**src/rtl/jdp_pkg.sv**
```systemverilog
package jdp_pkg;

    typedef enum logic [3:0] {
        TAP_RESET,
        TAP_IDLE,
        TAP_SEL_DR,
        TAP_CAP_DR,
        TAP_SHIFT_DR,
        TAP_EXIT1_DR,
        TAP_PAUSE_DR,
        TAP_EXIT2_DR,
        TAP_UPD_DR,
        TAP_SEL_IR,
        TAP_CAP_IR,
        TAP_SHIFT_IR,
        TAP_EXIT1_IR,
        TAP_PAUSE_IR,
        TAP_EXIT2_IR,
        TAP_UPD_IR
    } jdp_tap_state_t;

    localparam int          IR_WIDTH          = 4;
    localparam logic [3:0]  IR_CAPTURE_VALUE  = 4'h1;
    localparam logic [3:0]  IR_RESET_VALUE    = 4'hf;
    localparam int          REF_CLK_PERIOD_PS = 4000;
    localparam int          EVENT_PULSE_NS    = 20;
    localparam int          EVENT_PULSE_CYC   =
        (EVENT_PULSE_NS * 1000 + REF_CLK_PERIOD_PS - 1) / REF_CLK_PERIOD_PS;
    localparam logic [7:0]  EVENT_CNT_RESET   = 8'h00;

endpackage

```
**src/rtl/jdp_port.sv**
```systemverilog
// Contract
// RULE1 - All test logic steps on external test clock.
// RULE2 - Take data-in bit on clock rising edge.
// RULE3 - Drive data-out only in shift states.
// RULE4 - Change data-out on clock falling edge.
// RULE5 - Test reset low resets controller, clock-free.
// RULE6 - Host holds test reset low with device reset.
// RULE7 - Device reset leaves test port state intact.
// RULE8 - Debug event gives one low pulse.
// RULE9 - Mode select sampled on rising edge, sixteen states.
// RULE10 - Five high mode-select edges reach reset state.
`timescale 1ns/1ps
`default_nettype none

module jdp_port #(
    parameter int IR_W      = jdp_pkg::IR_WIDTH,
    parameter int PULSE_CYC = jdp_pkg::EVENT_PULSE_CYC
) (
    input  wire logic            REF_CLK_IN,
    input  wire logic            RST_N_IN,
    input  wire logic            TCK_IN,
    input  wire logic            TMS_IN,
    input  wire logic            TDI_IN,
    input  wire logic            TRST_N_IN,
    input  wire logic            DEBUG_HIT_IN,
    output var  logic            TDO_OUT,
    output var  logic            TDO_OE_OUT,
    output var  logic            DEBUG_EVENT_N_OUT,
    output var  logic [IR_W-1:0] IR_OUT
);

    logic [2:0]             pin_s;
    logic                   tck_s;
    logic                   tms_s;
    logic                   tdi_s;
    logic                   tap_rst_n;
    logic                   tck_d_q;
    logic                   tck_rise;
    logic                   tck_fall;
    jdp_pkg::jdp_tap_state_t state_q;
    jdp_pkg::jdp_tap_state_t state_d;
    logic [IR_W-1:0]        ir_sh_q;
    logic                   bypass_q;
    logic [7:0]             pulse_cnt_q;

    // Test clock, mode select and data in cross together so they stay aligned.
    // The stages belong to the test port, not the device, so a device reset
    // taken with the test clock high cannot fake an edge when it lets go.
    jdp_sync #(.W(3)) u_pin_sync (
        .clk_in   (REF_CLK_IN),
        .rst_n_in (tap_rst_n), // RULE7
        .d_in     ({TCK_IN, TMS_IN, TDI_IN}),
        .q_out    (pin_s)
    );

    assign tck_s = pin_s[2];
    assign tms_s = pin_s[1];
    assign tdi_s = pin_s[0];

    // Test reset asserts immediately, with or without a test clock, and releases
    // synchronously. The device reset is kept out of it on purpose.
    // A test clock already high at release shows as one rising edge; with mode
    // select held high that edge leaves the controller in its reset state.
    jdp_sync #(.W(1)) u_trst_sync (
        .clk_in   (REF_CLK_IN),
        .rst_n_in (TRST_N_IN), // RULE5
        .d_in     (1'b1),
        .q_out    (tap_rst_n)
    );

    always_ff @(posedge REF_CLK_IN or negedge tap_rst_n) begin
        if (!tap_rst_n) begin
            tck_d_q <= 1'b0;
        end else begin
            tck_d_q <= tck_s;
        end
    end

    // Every test-side step is gated by an edge found on the test clock.
    assign tck_rise = tck_s & ~tck_d_q; // RULE1
    assign tck_fall = ~tck_s & tck_d_q; // RULE1

    function automatic jdp_pkg::jdp_tap_state_t tap_next(
        input jdp_pkg::jdp_tap_state_t s,
        input logic                    tms
    );
        case (s)
            jdp_pkg::TAP_RESET:    tap_next = tms ? jdp_pkg::TAP_RESET   : jdp_pkg::TAP_IDLE;
            jdp_pkg::TAP_IDLE:     tap_next = tms ? jdp_pkg::TAP_SEL_DR  : jdp_pkg::TAP_IDLE;
            jdp_pkg::TAP_SEL_DR:   tap_next = tms ? jdp_pkg::TAP_SEL_IR  : jdp_pkg::TAP_CAP_DR;
            jdp_pkg::TAP_CAP_DR:   tap_next = tms ? jdp_pkg::TAP_EXIT1_DR : jdp_pkg::TAP_SHIFT_DR;
            jdp_pkg::TAP_SHIFT_DR: tap_next = tms ? jdp_pkg::TAP_EXIT1_DR : jdp_pkg::TAP_SHIFT_DR;
            jdp_pkg::TAP_EXIT1_DR: tap_next = tms ? jdp_pkg::TAP_UPD_DR  : jdp_pkg::TAP_PAUSE_DR;
            jdp_pkg::TAP_PAUSE_DR: tap_next = tms ? jdp_pkg::TAP_EXIT2_DR : jdp_pkg::TAP_PAUSE_DR;
            jdp_pkg::TAP_EXIT2_DR: tap_next = tms ? jdp_pkg::TAP_UPD_DR  : jdp_pkg::TAP_SHIFT_DR;
            jdp_pkg::TAP_UPD_DR:   tap_next = tms ? jdp_pkg::TAP_SEL_DR  : jdp_pkg::TAP_IDLE;
            jdp_pkg::TAP_SEL_IR:   tap_next = tms ? jdp_pkg::TAP_RESET   : jdp_pkg::TAP_CAP_IR;
            jdp_pkg::TAP_CAP_IR:   tap_next = tms ? jdp_pkg::TAP_EXIT1_IR : jdp_pkg::TAP_SHIFT_IR;
            jdp_pkg::TAP_SHIFT_IR: tap_next = tms ? jdp_pkg::TAP_EXIT1_IR : jdp_pkg::TAP_SHIFT_IR;
            jdp_pkg::TAP_EXIT1_IR: tap_next = tms ? jdp_pkg::TAP_UPD_IR  : jdp_pkg::TAP_PAUSE_IR;
            jdp_pkg::TAP_PAUSE_IR: tap_next = tms ? jdp_pkg::TAP_EXIT2_IR : jdp_pkg::TAP_PAUSE_IR;
            jdp_pkg::TAP_EXIT2_IR: tap_next = tms ? jdp_pkg::TAP_UPD_IR  : jdp_pkg::TAP_SHIFT_IR;
            jdp_pkg::TAP_UPD_IR:   tap_next = tms ? jdp_pkg::TAP_SEL_DR  : jdp_pkg::TAP_IDLE;
            default:               tap_next = jdp_pkg::TAP_RESET;
        endcase
    endfunction

    // From any state, five high mode-select edges end in the reset state.
    always_comb begin
        state_d = state_q;
        if (tck_rise) begin
            state_d = tap_next(state_q, tms_s); // RULE9 RULE10
        end
    end

    // Only the test reset clears the controller, so a device reset during
    // debugging leaves the session where it was.
    always_ff @(posedge REF_CLK_IN or negedge tap_rst_n) begin
        if (!tap_rst_n) begin
            state_q <= jdp_pkg::TAP_RESET; // RULE5 RULE7
        end else begin
            state_q <= state_d; // RULE9
        end
    end

    // Instruction path: capture a fixed pattern, shift, then update.
    always_ff @(posedge REF_CLK_IN or negedge tap_rst_n) begin
        if (!tap_rst_n) begin
            ir_sh_q <= IR_W'(jdp_pkg::IR_RESET_VALUE);
            IR_OUT  <= IR_W'(jdp_pkg::IR_RESET_VALUE);
        end else if (tck_rise) begin
            case (state_q)
                jdp_pkg::TAP_RESET: begin
                    IR_OUT <= IR_W'(jdp_pkg::IR_RESET_VALUE);
                end
                jdp_pkg::TAP_CAP_IR: begin
                    ir_sh_q <= IR_W'(jdp_pkg::IR_CAPTURE_VALUE);
                end
                jdp_pkg::TAP_SHIFT_IR: begin
                    ir_sh_q <= {tdi_s, ir_sh_q[IR_W-1:1]}; // RULE2
                end
                jdp_pkg::TAP_UPD_IR: begin
                    IR_OUT <= ir_sh_q;
                end
                default: begin
                    ir_sh_q <= ir_sh_q;
                end
            endcase
        end
    end

    // Data path is the one-bit bypass stage; richer data registers hang here.
    always_ff @(posedge REF_CLK_IN or negedge tap_rst_n) begin
        if (!tap_rst_n) begin
            bypass_q <= 1'b0;
        end else if (tck_rise) begin
            if (state_q == jdp_pkg::TAP_CAP_DR) begin
                bypass_q <= 1'b0;
            end else if (state_q == jdp_pkg::TAP_SHIFT_DR) begin
                bypass_q <= tdi_s; // RULE2
            end
        end
    end

    // Only the two shift states own the output pin.
    function automatic logic in_shift(input jdp_pkg::jdp_tap_state_t s);
        return (s == jdp_pkg::TAP_SHIFT_IR) || (s == jdp_pkg::TAP_SHIFT_DR);
    endfunction

    // Serial bit for the present state; zero whenever the pin is released.
    function automatic logic shift_bit(
        input jdp_pkg::jdp_tap_state_t s,
        input logic                    ir_bit,
        input logic                    dr_bit
    );
        case (s)
            jdp_pkg::TAP_SHIFT_IR: shift_bit = ir_bit;
            jdp_pkg::TAP_SHIFT_DR: shift_bit = dr_bit;
            default:               shift_bit = 1'b0;
        endcase
    endfunction

    // Output changes on the falling edge so the host samples a settled bit on
    // the next rising edge.
    always_ff @(posedge REF_CLK_IN or negedge tap_rst_n) begin
        if (!tap_rst_n) begin
            TDO_OUT <= 1'b0;
        end else if (tck_fall) begin // RULE4
            TDO_OUT <= shift_bit(state_q, ir_sh_q[0], bypass_q);
        end
    end

    // The enable follows the state at that same falling edge.
    always_ff @(posedge REF_CLK_IN or negedge tap_rst_n) begin
        if (!tap_rst_n) begin
            TDO_OE_OUT <= 1'b0; // RULE3
        end else if (tck_fall) begin // RULE4
            TDO_OE_OUT <= in_shift(state_q); // RULE3
        end
    end

    // The pulse belongs to the debug logic, so the device reset governs it and
    // the test reset leaves it alone.
    // A new hit during a pulse restarts it rather than being lost.
    always_ff @(posedge REF_CLK_IN or negedge RST_N_IN) begin
        if (!RST_N_IN) begin
            pulse_cnt_q       <= jdp_pkg::EVENT_CNT_RESET;
            DEBUG_EVENT_N_OUT <= 1'b1;
        end else if (DEBUG_HIT_IN) begin
            pulse_cnt_q       <= 8'(PULSE_CYC - 1);
            DEBUG_EVENT_N_OUT <= 1'b0; // RULE8
        end else if (pulse_cnt_q != 8'h00) begin
            pulse_cnt_q       <= pulse_cnt_q - 8'h01;
            DEBUG_EVENT_N_OUT <= 1'b0;
        end else begin
            DEBUG_EVENT_N_OUT <= 1'b1; // RULE8
        end
    end

endmodule // jdp_port

`default_nettype wire

```
**src/rtl/jdp_sync.sv**
```systemverilog
`timescale 1ns/1ps
`default_nettype none

module jdp_sync #(
    parameter int W = 1
) (
    input  wire logic         clk_in,
    input  wire logic         rst_n_in,
    input  wire logic [W-1:0] d_in,
    output var  logic [W-1:0] q_out
);

    logic [W-1:0] meta_q;

    // The first stage is only ever read by the second.
    always_ff @(posedge clk_in or negedge rst_n_in) begin
        if (!rst_n_in) begin
            meta_q <= '0;
            q_out  <= '0;
        end else begin
            meta_q <= d_in;
            q_out  <= meta_q;
        end
    end

endmodule // jdp_sync

`default_nettype wire

```
**config.mk**
```make
export PLATFORM = sky130hd
export DESIGN_NAME = jdp_port
export DESIGN_NICKNAME = d
export VERILOG_FILES = /design/src/rtl/jdp_pkg.sv /design/src/rtl/jdp_port.sv /design/src/rtl/jdp_sync.sv
export SDC_FILE = /design/constraint.sdc
export NUM_CORES = 1
export LEC_CHECK = 0
export BUFFER_PORTS_ARGS = -buffer_cell sky130_fd_sc_hd__clkbuf_2
export CORE_UTILIZATION = 50
export DETAILED_ROUTE_END_ITERATION = 10
export MAX_ROUTING_LAYER = met4
export PLACE_DENSITY = 0.68
export SKIP_CTS_REPAIR_TIMING = 1
export SYNTH_ARGS = -nofsm -noshare
export SYNTH_HDL_FRONTEND = slang
export SYNTH_SLANG_ARGS = --single-unit
export TNS_END_PERCENT = 5
```
**constraint.sdc**
```tcl
create_clock -name REF_CLK_IN -period 1 [get_ports REF_CLK_IN]
set_input_delay 0.1 -clock REF_CLK_IN [delete_from_list [all_inputs] [get_ports REF_CLK_IN]]
set_output_delay 0.1 -clock REF_CLK_IN [all_outputs]
set_load 0.01 [all_outputs]
```
==> results of run 1 <==
critical path, delay by kind of cell (launching register included):
family | cells | cell delay [ps]
DFF | 1 | 400
and+or+nand+nor | 3 | 1000
xor gates and xnor gates | 1 | 140
stage by stage:
step | instances | setup slack (ps) | instance area (um2) | setup TNS [ps] | util (%)
final | 234 | -654.1 | 2072 | -9467 | 73.24
after global routing | 234 | -722.2 | 2072 | -11360 | 73.24
after CTS | 229 | -667.2 | 1931 | -10390 | 68.24
after detailed placement | 221 | -621.6 | 1871 | -9024 | 66.12
after global placement | 221 | -596.1 | 1871 | -8577 | 66.12
after floorplan | 150 | -598.6 | 1534 | -8278 | -
registers in the layout (all words and copies together), names as in the netlist:
register and flops:
pulse_cnt_q 8, IR_OUT 4, ir_sh_q 4, state_q 4
u_pin_sync.meta_q 3, u_pin_sync.q_out 3, DEBUG_EVENT_N_OUT 1, TDO_OE_OUT 1
TDO_OUT 1, bypass_q 1, tck_d_q 1, u_trst_sync.meta_q 1
u_trst_sync.q_out 1
power groups by stage:
stage | combinational [mW] | clock, mW | sequential [mW]
3_5_place_dp | 2.54 | 0 | 1.98
6_report | 2.86 | 0.735 | 1.98
4_1_cts | 2.55 | 0.776 | 1.96
5_1_grt | 3.12 | 0.833 | 2.02
2_1_floorplan | 1.36 | 0 | 2.05
3_3_place_gp | 2.46 | 0 | 1.95
worst max path at each step:
| stage | from | endpoint | slack (ps) |
|---|---|---|---|
| 4_1_cts | pulse_cnt_q[5]$_DFFE_PN0N_ | pulse_cnt_q[0]$_DFFE_PN0N_ | -670 |
| 3_3_place_gp | pulse_cnt_q[5]$_DFFE_PN0N_ | pulse_cnt_q[0]$_DFFE_PN0N_ | -600 |
| 3_5_place_dp | pulse_cnt_q[5]$_DFFE_PN0N_ | pulse_cnt_q[0]$_DFFE_PN0N_ | -620 |
| 2_1_floorplan | pulse_cnt_q[5]$_DFFE_PN0N_ | pulse_cnt_q[0]$_DFFE_PN0N_ | -600 |
| 6_report | pulse_cnt_q[5]$_DFFE_PN0N_ | pulse_cnt_q[0]$_DFFE_PN0N_ | -650 |
| 5_1_grt | pulse_cnt_q[5]$_DFFE_PN0N_ | pulse_cnt_q[0]$_DFFE_PN0N_ | -720 |
synthesized netlist by cell type (3+ instances only):
| master | n |
|---|---|
| a21oi_1 | 12 |
| nand2_1 | 9 |
| nand2b_1 | 5 |
| dfstp_2 | 9 |
| a22oi_1 | 3 |
| nor4_1 | 3 |
| inv_1 | 9 |
| o211ai_1 | 3 |
| clkbuf_1 | 6 |
| nor2b_1 | 4 |
| o21ai_0 | 7 |
| nand3_1 | 5 |
| nor2_1 | 13 |
| o22a_1 | 4 |
| dfrtp_1 | 24 |
cells by family (layout without fill, tap and decap cells):
family	after synthesis	count (layout)	synth area share, %
muxes	2	2	1.387
AOI/OAI and AO/OA	43	43	19.17
adders and majority gates	2	2	1.631
buffers and inverters	17	70	4.160
xor gates and xnor gates	3	3	1.713
and+or+nand+nor	49	49	17.13
DFF	33	33	54.57
other	1	1	0.2445
per-layer routing:
metal | global-route usage (%) | up-vias | part of all wire [%]
li1 | - | 649 | -
met1 | 26.09 | 631 | 43
met2 | 36.38 | 20 | 52
met3 | 6.122 | 8 | 2.8
met4 | 11.50 | 0 | 2.1
met5 | - | - | 0
layout make-up:
cell class	instances	area, um2
Sequential cell	33	838.3
Clock inverter	3	22.52
Fill cell	198	757.0
Clock buffer	5	37.54
Multi-Input combinational cell	100	679.4
Timing Repair Buffer	53	421.7
Inverter	9	33.78
Tap cell	31	38.79
==> results.py, run 1 <==
metrics = {
    "layout": {
        "insertedDiodeCount": 0,
        "syn_to_final_growth_pct": 35.07,
        "layout_common_cells": "buf_4, dfrtp_1, nor2_1, a21oi_1",
        "nets": 211,
        "drive_gt1_share_pct": 40.89,
        "layout_commonest_cell": "buf_4",
    },
    "global_routing": {
        "antenna_found_initial": 0,
        "grtUsageTotal_pct": 22.68,
        "grt_pass1_vias": 1245,
        "grt_max_degree": 23,
        "grt_overflow": 0,
        "grt_pass1_wl_mm": 5.388,
    },
    "clock_tree": {
        "worstSkewPairLatency_ps": 340,
        "cts_sinks": 33,
        "tritoncts": "built",
        "path_clk_slew_ps": 110,
        "ctsRootBufferMaster": "clkbuf_4",
        "htree_levels": 2,
        "clock_path_buffers": 2,
        "numCtsBuffers": 5,
    },
    "pwr": {
        "switchingPower_mw": 2.073,
        "power_per_cell_area_mw_per_mm2": 2691,
        "p_leak_nw": 0.9066,
        "clock_power_share_pct": 13.2,
        "sequentialPowerShare_pct": 35.5,
        "power_mw": 5.576,
        "ir_drop_mv": 1.704,
        "combPwrFrac_pct": 51.3,
        "switching_share_pct": 37.18,
        "power.internal_mw": 3.503,
    },
    "sta": {
        "setup_viol": 29,
        "hold_viol": 0,
        "rsz0062_at_grt": "yes",
        "skew_ps": 12.36,
        "finalCritPeriodShare_pct": 165.4,
        "final-max-slew-violation-count": 0,
        "finalHoldWorstSlack_ps": 50.40,
        "worst_slack_ps": -654.1,
        "layout_min_cycle_time_ps": 1654,
        "fmax_mhz": 604.6,
    },
    "hold_path": {
        "hp-start": "DEBUG_HIT_IN",
        "min_to": "DEBUG_EVENT_N_OUT$_DFF_PN1_",
        "hold_class": "primary input to flip-flop",
        "hold_depth": 2,
    },
    "route": {
        "drt-vias-per-instance": 5.590,
        "first_iter_violations": 70,
        "drc_errors": 0,
        "wl_mm": 3.318,
        "ant_nets": 0,
        "vias": 1308,
        "firstDrtPassIters": 4,
        "routedWlPerCell_um": 14.18,
    },
    "floorplanning": {
        "num_rows": 19,
        "start_util_pct": 54.22,
        "core_mm2": 0.002829,
        "die_area_mm2": 0.003294,
        "die_w_um": 57.39,
        "ios": 14,
        "die_h_um": 57.39,
    },
    "worst_setup_path": {
        "ff2ff_setup_slack_ps": -650,
        "worstRegToRegCells": 4,
        "max_stage_delay_ps": 570,
        "setup.worst_path.end_class": "flip-flop",
        "cp_max_fo": 5,
        "crit_arrival_ps": 1870,
        "crit_required_ps": 1220,
        "timing.rr.start": "pulse_cnt_q[5]$_DFFE_PN0N_",
        "critPathSlowestCell": "or4_4",
        "cp-start-kind": "flip-flop",
        "critical_path_class": "flip-flop to flip-flop",
        "reg2reg_to": "pulse_cnt_q[0]$_DFFE_PN0N_",
        "worstPathCellList": "or4_4, or3_4, xnor2_2, nor2_1",
    },
    "run": {
        "cap_viol_max_count": 0,
    },
    "synthesis": {
        "synth-edff-count": 0,
        "ys_seq_area_share_pct": 54.57,
        "yosys_most_used_dff": "dfrtp_1",
        "ys_ff_latch": 33,
        "netlist-cell-type-count": 44,
        "yosysWarningCount": 0,
        "yosysTopAreaCell": "dfrtp_1",
        "yosysTopAreaCellShare_pct": 39.15,
        "postSynthAreaPerCell_um2": 10.23,
        "synth.cell_area_mm2": 0.001534,
        "syn_nets": 159,
        "async_flop_share_pct": 100.0,
        "synth.area.top_cells": "dfrtp_1, dfstp_2, a21oi_1",
        "netlist_instances": 150,
    },
    "placement": {
        "io_buffer_count": 13,
        "gp_congestion": 0.9343,
        "dp_hpwl_mm": 2.366,
    },
    "status": {
        "violations": "setup timing",
        "status": "finished, violations left",
    },
}
(Power assumes the default switching activity.)
==> run 2, diff against run 1 <==
==> constraint.sdc (replaced) <==
create_clock -name REF_CLK_IN -period 1.9 [get_ports REF_CLK_IN]
set_input_delay 0.19 -clock REF_CLK_IN [delete_from_list [all_inputs] [get_ports REF_CLK_IN]]
set_output_delay 0.19 -clock REF_CLK_IN [all_outputs]
set_load 0.01 [all_outputs]
==> results.py, run 2 (same netlist as run 1, synthesis figures left out) <==
metrics = {
    "worst_setup_path": {
        "startpoint": "pulse_cnt_q[5]$_DFFE_PN0N_",
        "reg2reg_to": "pulse_cnt_q[0]$_DFFE_PN0N_",
        "crit_required_ps": 2120,
        "worstRegToRegCells": 4,
        "cp-endpoint": "pulse_cnt_q[0]$_DFFE_PN0N_",
        "timing.rr.start": "pulse_cnt_q[5]$_DFFE_PN0N_",
        "crit_arrival_ps": 1950,
        "cp-start-kind": "flip-flop",
        "cp_max_fo": 5,
        "critical_path_class": "flip-flop to flip-flop",
        "ff2ff_setup_slack_ps": 170,
        "setup.worst_path.end_class": "flip-flop",
    },
    "route": {
        "drc_errors": 0,
        "wl_mm": 2.946,
        "routedWlPerCell_um": 14.23,
        "firstDrtPassIters": 4,
        "top_layer": "met4",
        "wl_met1_mm": 1.288,
        "vias": 1199,
        "wl_met3_um": 133,
        "drt-vias-per-instance": 5.792,
        "first_iter_violations": 65,
        "ant_nets": 0,
        "wl_met2_mm": 1.490,
    },
    "layout": {
        "drive_gt1_share_pct": 25.57,
        "fin_area_mm2": 0.001807,
        "layout_common_cells": "dfrtp_1, nor2_1, clkbuf_2",
        "final-seq-area_um2": 837.1,
        "nets": 184,
        "layout_commonest_cell": "dfrtp_1",
        "insertedDiodeCount": 0,
        "multi_input_area_um2": 633.1,
        "top_register": "pulse_cnt_q",
        "final_core_util_pct": 63.87,
        "syn_to_final_growth_pct": 17.78,
        "fill_cells": 229,
        "largest_reg_flops": 8,
    },
    "sta": {
        "hold_viol": 0,
        "skew_ps": 5.999,
        "final-max-slew-violation-count": 0,
        "finalHoldWorstSlack_ps": 138.7,
        "fmax_mhz": 578.2,
        "final.setup.tns_ps": 0,
        "setup_viol": 0,
        "rsz0062_at_grt": "no",
        "finalCritPeriodShare_pct": 91.03,
        "layout_min_cycle_time_ps": 1730,
    },
    "pwr": {
        "p_leak_nw": 0.7715,
        "power_per_cell_area_mw_per_mm2": 1465,
        "power.internal_mw": 1.694,
        "power_mw": 2.647,
        "sequentialPowerShare_pct": 41.3,
        "clock_power_share_pct": 20.8,
        "combPwrFrac_pct": 37.9,
        "ir_drop_mv": 0.8121,
        "switchingPower_mw": 0.9535,
        "switching_share_pct": 36.02,
    },
    "floorplanning": {
        "die_w_um": 57.39,
        "ios": 14,
        "die_area_mm2": 0.003294,
        "num_rows": 19,
        "core_mm2": 0.002829,
        "start_util_pct": 54.22,
        "die_h_um": 57.39,
    },
    "status": {
        "status": "complete, no violations",
    },
    "global_routing": {
        "grt_max_degree": 23,
        "grt_overflow": 0,
        "grt_pass1_vias": 1134,
        "grtUsageTotal_pct": 20.94,
        "grt_pass1_wl_mm": 4.968,
        "antenna_found_initial": 0,
    },
    "placement": {
        "postPlaceCellArea_mm2": 0.001668,
        "gp_congestion": 0.8824,
        "io_buffer_count": 13,
        "dp_hpwl_mm": 2.058,
    },
    "clock_tree": {
        "htree_levels": 2,
        "tritoncts": "built",
        "clock_path_buffers": 2,
        "path_clk_slew_ps": 100,
        "worstSkewPairLatency_ps": 330,
        "cts_sinks": 33,
        "ctsRootBufferMaster": "clkbuf_4",
        "numCtsBuffers": 5,
    },
    "hold_path": {
        "hold_class": "primary input to flip-flop",
    },
    "run": {
        "cap_viol_max_count": 0,
    },
}
## run 2: final cells by class
cell class / instances / share of cell area, %
Clock buffer: 6 / 2.839
Clock inverter: 2 / 2.078
Inverter: 9 / 1.870
Multi-Input combinational cell: 100 / 35.04
Sequential cell: 33 / 46.33
Tap cell: 31 / 2.147
Timing Repair Buffer: 26 / 9.695
## run 2: how the worst min path moves through the flow
stage	startpoint	endpoint	slack [ps]	depth (start not counted)
2_1_floorplan	RST_N_IN	pulse_cnt_q[0]$_DFFE_PN0N_	-110	0
3_3_place_gp	TRST_N_IN	u_trst_sync.q_out$_DFF_PN0_	-20	1
3_5_place_dp	TRST_N_IN	u_trst_sync.q_out$_DFF_PN0_	-20	1
4_1_cts	TRST_N_IN	u_trst_sync.q_out$_DFF_PN0_	-400	1
5_1_grt	DEBUG_HIT_IN	DEBUG_EVENT_N_OUT$_DFF_PN1_	120	2
6_report	DEBUG_HIT_IN	DEBUG_EVENT_N_OUT$_DFF_PN1_	140	2
## run 2: power groups by stage
stage / combinational [mW] / sequential [mW] / clock [mW]
2_1_floorplan: 0.716 / 1.08 / 0
3_3_place_gp: 0.952 / 1.09 / 0
3_5_place_dp: 0.994 / 1.10 / 0
4_1_cts: 1.00 / 1.09 / 0.569
5_1_grt: 1.12 / 1.12 / 0.608
6_report: 1.00 / 1.09 / 0.551
## run 2: critical path, cell delays in order (launching register included)
cell and delay, ps:
dfrtp_1 430, or4_4 570, or3_4 420, xnor2_1 150, nor2_1 50
## run 2: metal layers
metal  global-route usage (%)  vias to the layer above
met5                        -                        -
met4                    10.10                        0
met3                    6.349                        4
met2                    30.90                       29
met1                    26.28                      574
li1                         -                      592
## run 2: per-stage QoR
| step | setup slack, ps | std cells |
|---|---|---|
| 6_report | 170.5 | 207 |
| 5_1_grt | 114.2 | 207 |
| 4_1_cts | 176.4 | 202 |
| 3_5_place_dp | 187.0 | 194 |
| 3_3_place_gp | 233.2 | 194 |
| 2_1_floorplan | 262.2 | 150 |
==> run 3, diff against run 2 <==
--- a/config.mk
+++ b/config.mk
@@ -6,10 +6,10 @@
 export NUM_CORES = 1
 export LEC_CHECK = 0
 export BUFFER_PORTS_ARGS = -buffer_cell sky130_fd_sc_hd__clkbuf_2
-export CORE_UTILIZATION = 50
+export CORE_UTILIZATION = 34
 export DETAILED_ROUTE_END_ITERATION = 10
 export MAX_ROUTING_LAYER = met4
-export PLACE_DENSITY = 0.68
+export PLACE_DENSITY = 0.5
 export SKIP_CTS_REPAIR_TIMING = 1
 export SYNTH_ARGS = -nofsm -noshare
 export SYNTH_HDL_FRONTEND = slang
==> results.py, run 3 (same netlist as run 1, synthesis figures left out) <==
metrics = {
    "clock_tree": {
        "tritoncts": "built",
        "numCtsBuffers": 5,
        "path_clk_slew_ps": 70,
        "cts_sinks": 33,
        "clock_path_buffers": 2,
        "ctsRootBufferMaster": "clkbuf_8",
        "worstSkewPairLatency_ps": 280,
        "htree_levels": 2,
    },
    "placement": {
        "gp_congestion": 0.7709,
        "pre_cts_ws_ps": 212.5,
        "dp_cells": 215,
        "io_buffer_count": 13,
        "dp_hpwl_mm": 2.136,
    },
    "worst_setup_path": {
        "setup.worst_path.end_class": "flip-flop",
        "critical_path_class": "flip-flop to flip-flop",
        "crit_required_ps": 2060,
        "startpoint": "pulse_cnt_q[4]$_DFFE_PN0N_",
        "cp_max_fo": 5,
        "cp-start-kind": "flip-flop",
        "crit_arrival_ps": 1860,
        "timing.rr.start": "pulse_cnt_q[4]$_DFFE_PN0N_",
    },
    "floorplanning": {
        "die_w_um": 69.17,
        "start_util_pct": 35.23,
        "num_rows": 24,
        "die_h_um": 69.17,
        "ios": 14,
        "core_mm2": 0.004354,
        "die_area_mm2": 0.004784,
    },
    "layout": {
        "layout_common_cells": "dfrtp_1, nor2_1, clkbuf_2",
        "layout_commonest_cell": "dfrtp_1",
        "instances_no_fill": 227,
        "insertedDiodeCount": 0,
        "largest_reg_flops": 8,
        "fill_cells": 441,
        "final-seq-area_um2": 837.1,
        "drive_gt1_share_pct": 25.14,
        "top_register": "pulse_cnt_q",
        "syn_to_final_growth_pct": 20.07,
        "nets": 183,
        "multi_input_area_um2": 633.1,
    },
    "sta": {
        "fmax_mhz": 587.4,
        "layout_min_cycle_time_ps": 1702,
        "final.setup.tns_ps": 0,
        "skew_ps": 4.483,
        "rsz0062_at_grt": "no",
        "setup_viol": 0,
        "hold_viol": 0,
        "worst_slack_ps": 197.6,
        "final-max-slew-violation-count": 0,
        "finalCritPeriodShare_pct": 89.60,
    },
    "route": {
        "firstDrtPassIters": 4,
        "vias": 1189,
        "routedWlPerCell_um": 13.20,
        "first_iter_violations": 46,
        "drc_errors": 0,
        "ant_nets": 0,
        "drt-vias-per-instance": 5.238,
        "wl_mm": 2.997,
    },
    "global_routing": {
        "use_met2_pct": 19.20,
        "antenna_found_initial": 0,
        "grt_pass1_wl_mm": 5.244,
        "grt_pass1_vias": 1101,
        "met3_usage_pct": 3.924,
        "met1_usage_pct": 20.23,
        "grtUsageTotal_pct": 14.32,
        "top_usage_layer": "met1",
        "grt_overflow": 0,
        "grt_max_degree": 14,
    },
    "run": {
        "cap_viol_max_count": 0,
    },
    "pwr": {
        "power_mw": 2.716,
        "p_leak_nw": 0.7780,
        "ir_drop_mv": 0.6521,
        "power_per_cell_area_mw_per_mm2": 1475,
    },
    "hold_path": {
        "hp-start": "TDI_IN",
        "hold_class": "primary input to flip-flop",
    },
    "status": {
        "status": "complete, no violations",
    },
}
[run 3: per-layer routing]
| metal | vias to the layer above | part of all wire (%) | wire [um] |
|---|---|---|---|
| met5 | - | 0 | 0 |
| met1 | 570 | 51 | 1533 |
| li1 | 588 | - | - |
| met3 | 2 | 4.2 | 127 |
| met2 | 29 | 44 | 1316 |
| met4 | 0 | 0.67 | 20 |
[run 3: stage by stage]
step / hold WS [ps] / instance area, um2 / utilization [%]
after floorplan: -105.6 / 1534 / -
after global placement: -23.92 / 1694 / 38.91
after detailed placement: -18.27 / 1694 / 38.91
after CTS: -330.4 / 1802 / 41.38
after global routing: 13.92 / 1842 / 42.30
final: 26.05 / 1842 / 42.30
[run 3: area by class of cell]
type                    instances  share of cell area (%)
clock buffers                   6                   3.940
clock inverters                 2                   1.902
repair buffers                 25                   8.967
multi-input cells             100                   34.37
flip-flops and latches         33                   45.45
well taps                      52                   3.533
inverters                       9                   1.834
[run 3: power by group]
group	switching (mW)	internal [mW]
Clock	0.245	0.389
Combinational	0.534	0.461
Sequential	0.167	0.920
Total	0.946	1.77
[run 3: worst paths after layout]
check	endpoint	slack (ps)	depth (start not counted)
max	pulse_cnt_q[1]$_DFFE_PN0N_	200	4
min	u_pin_sync.meta_q[0]$_DFF_PN0_	30	1
max reg2reg	pulse_cnt_q[1]$_DFFE_PN0N_	200	4
min reg2reg	u_pin_sync.q_out[0]$_DFF_PN0_	190	0
max in group asynchronous	state_q[2]$_DFFE_PN0P_	1170	1
min in group asynchronous	u_pin_sync.q_out[0]$_DFF_PN0_	190	0
[run 3: critical path: stages (launching register included)]
cell and delay, ps:
dfrtp_1 420, or4_4 550, or3_4 420, nor2_1 140, a211oi_2 60
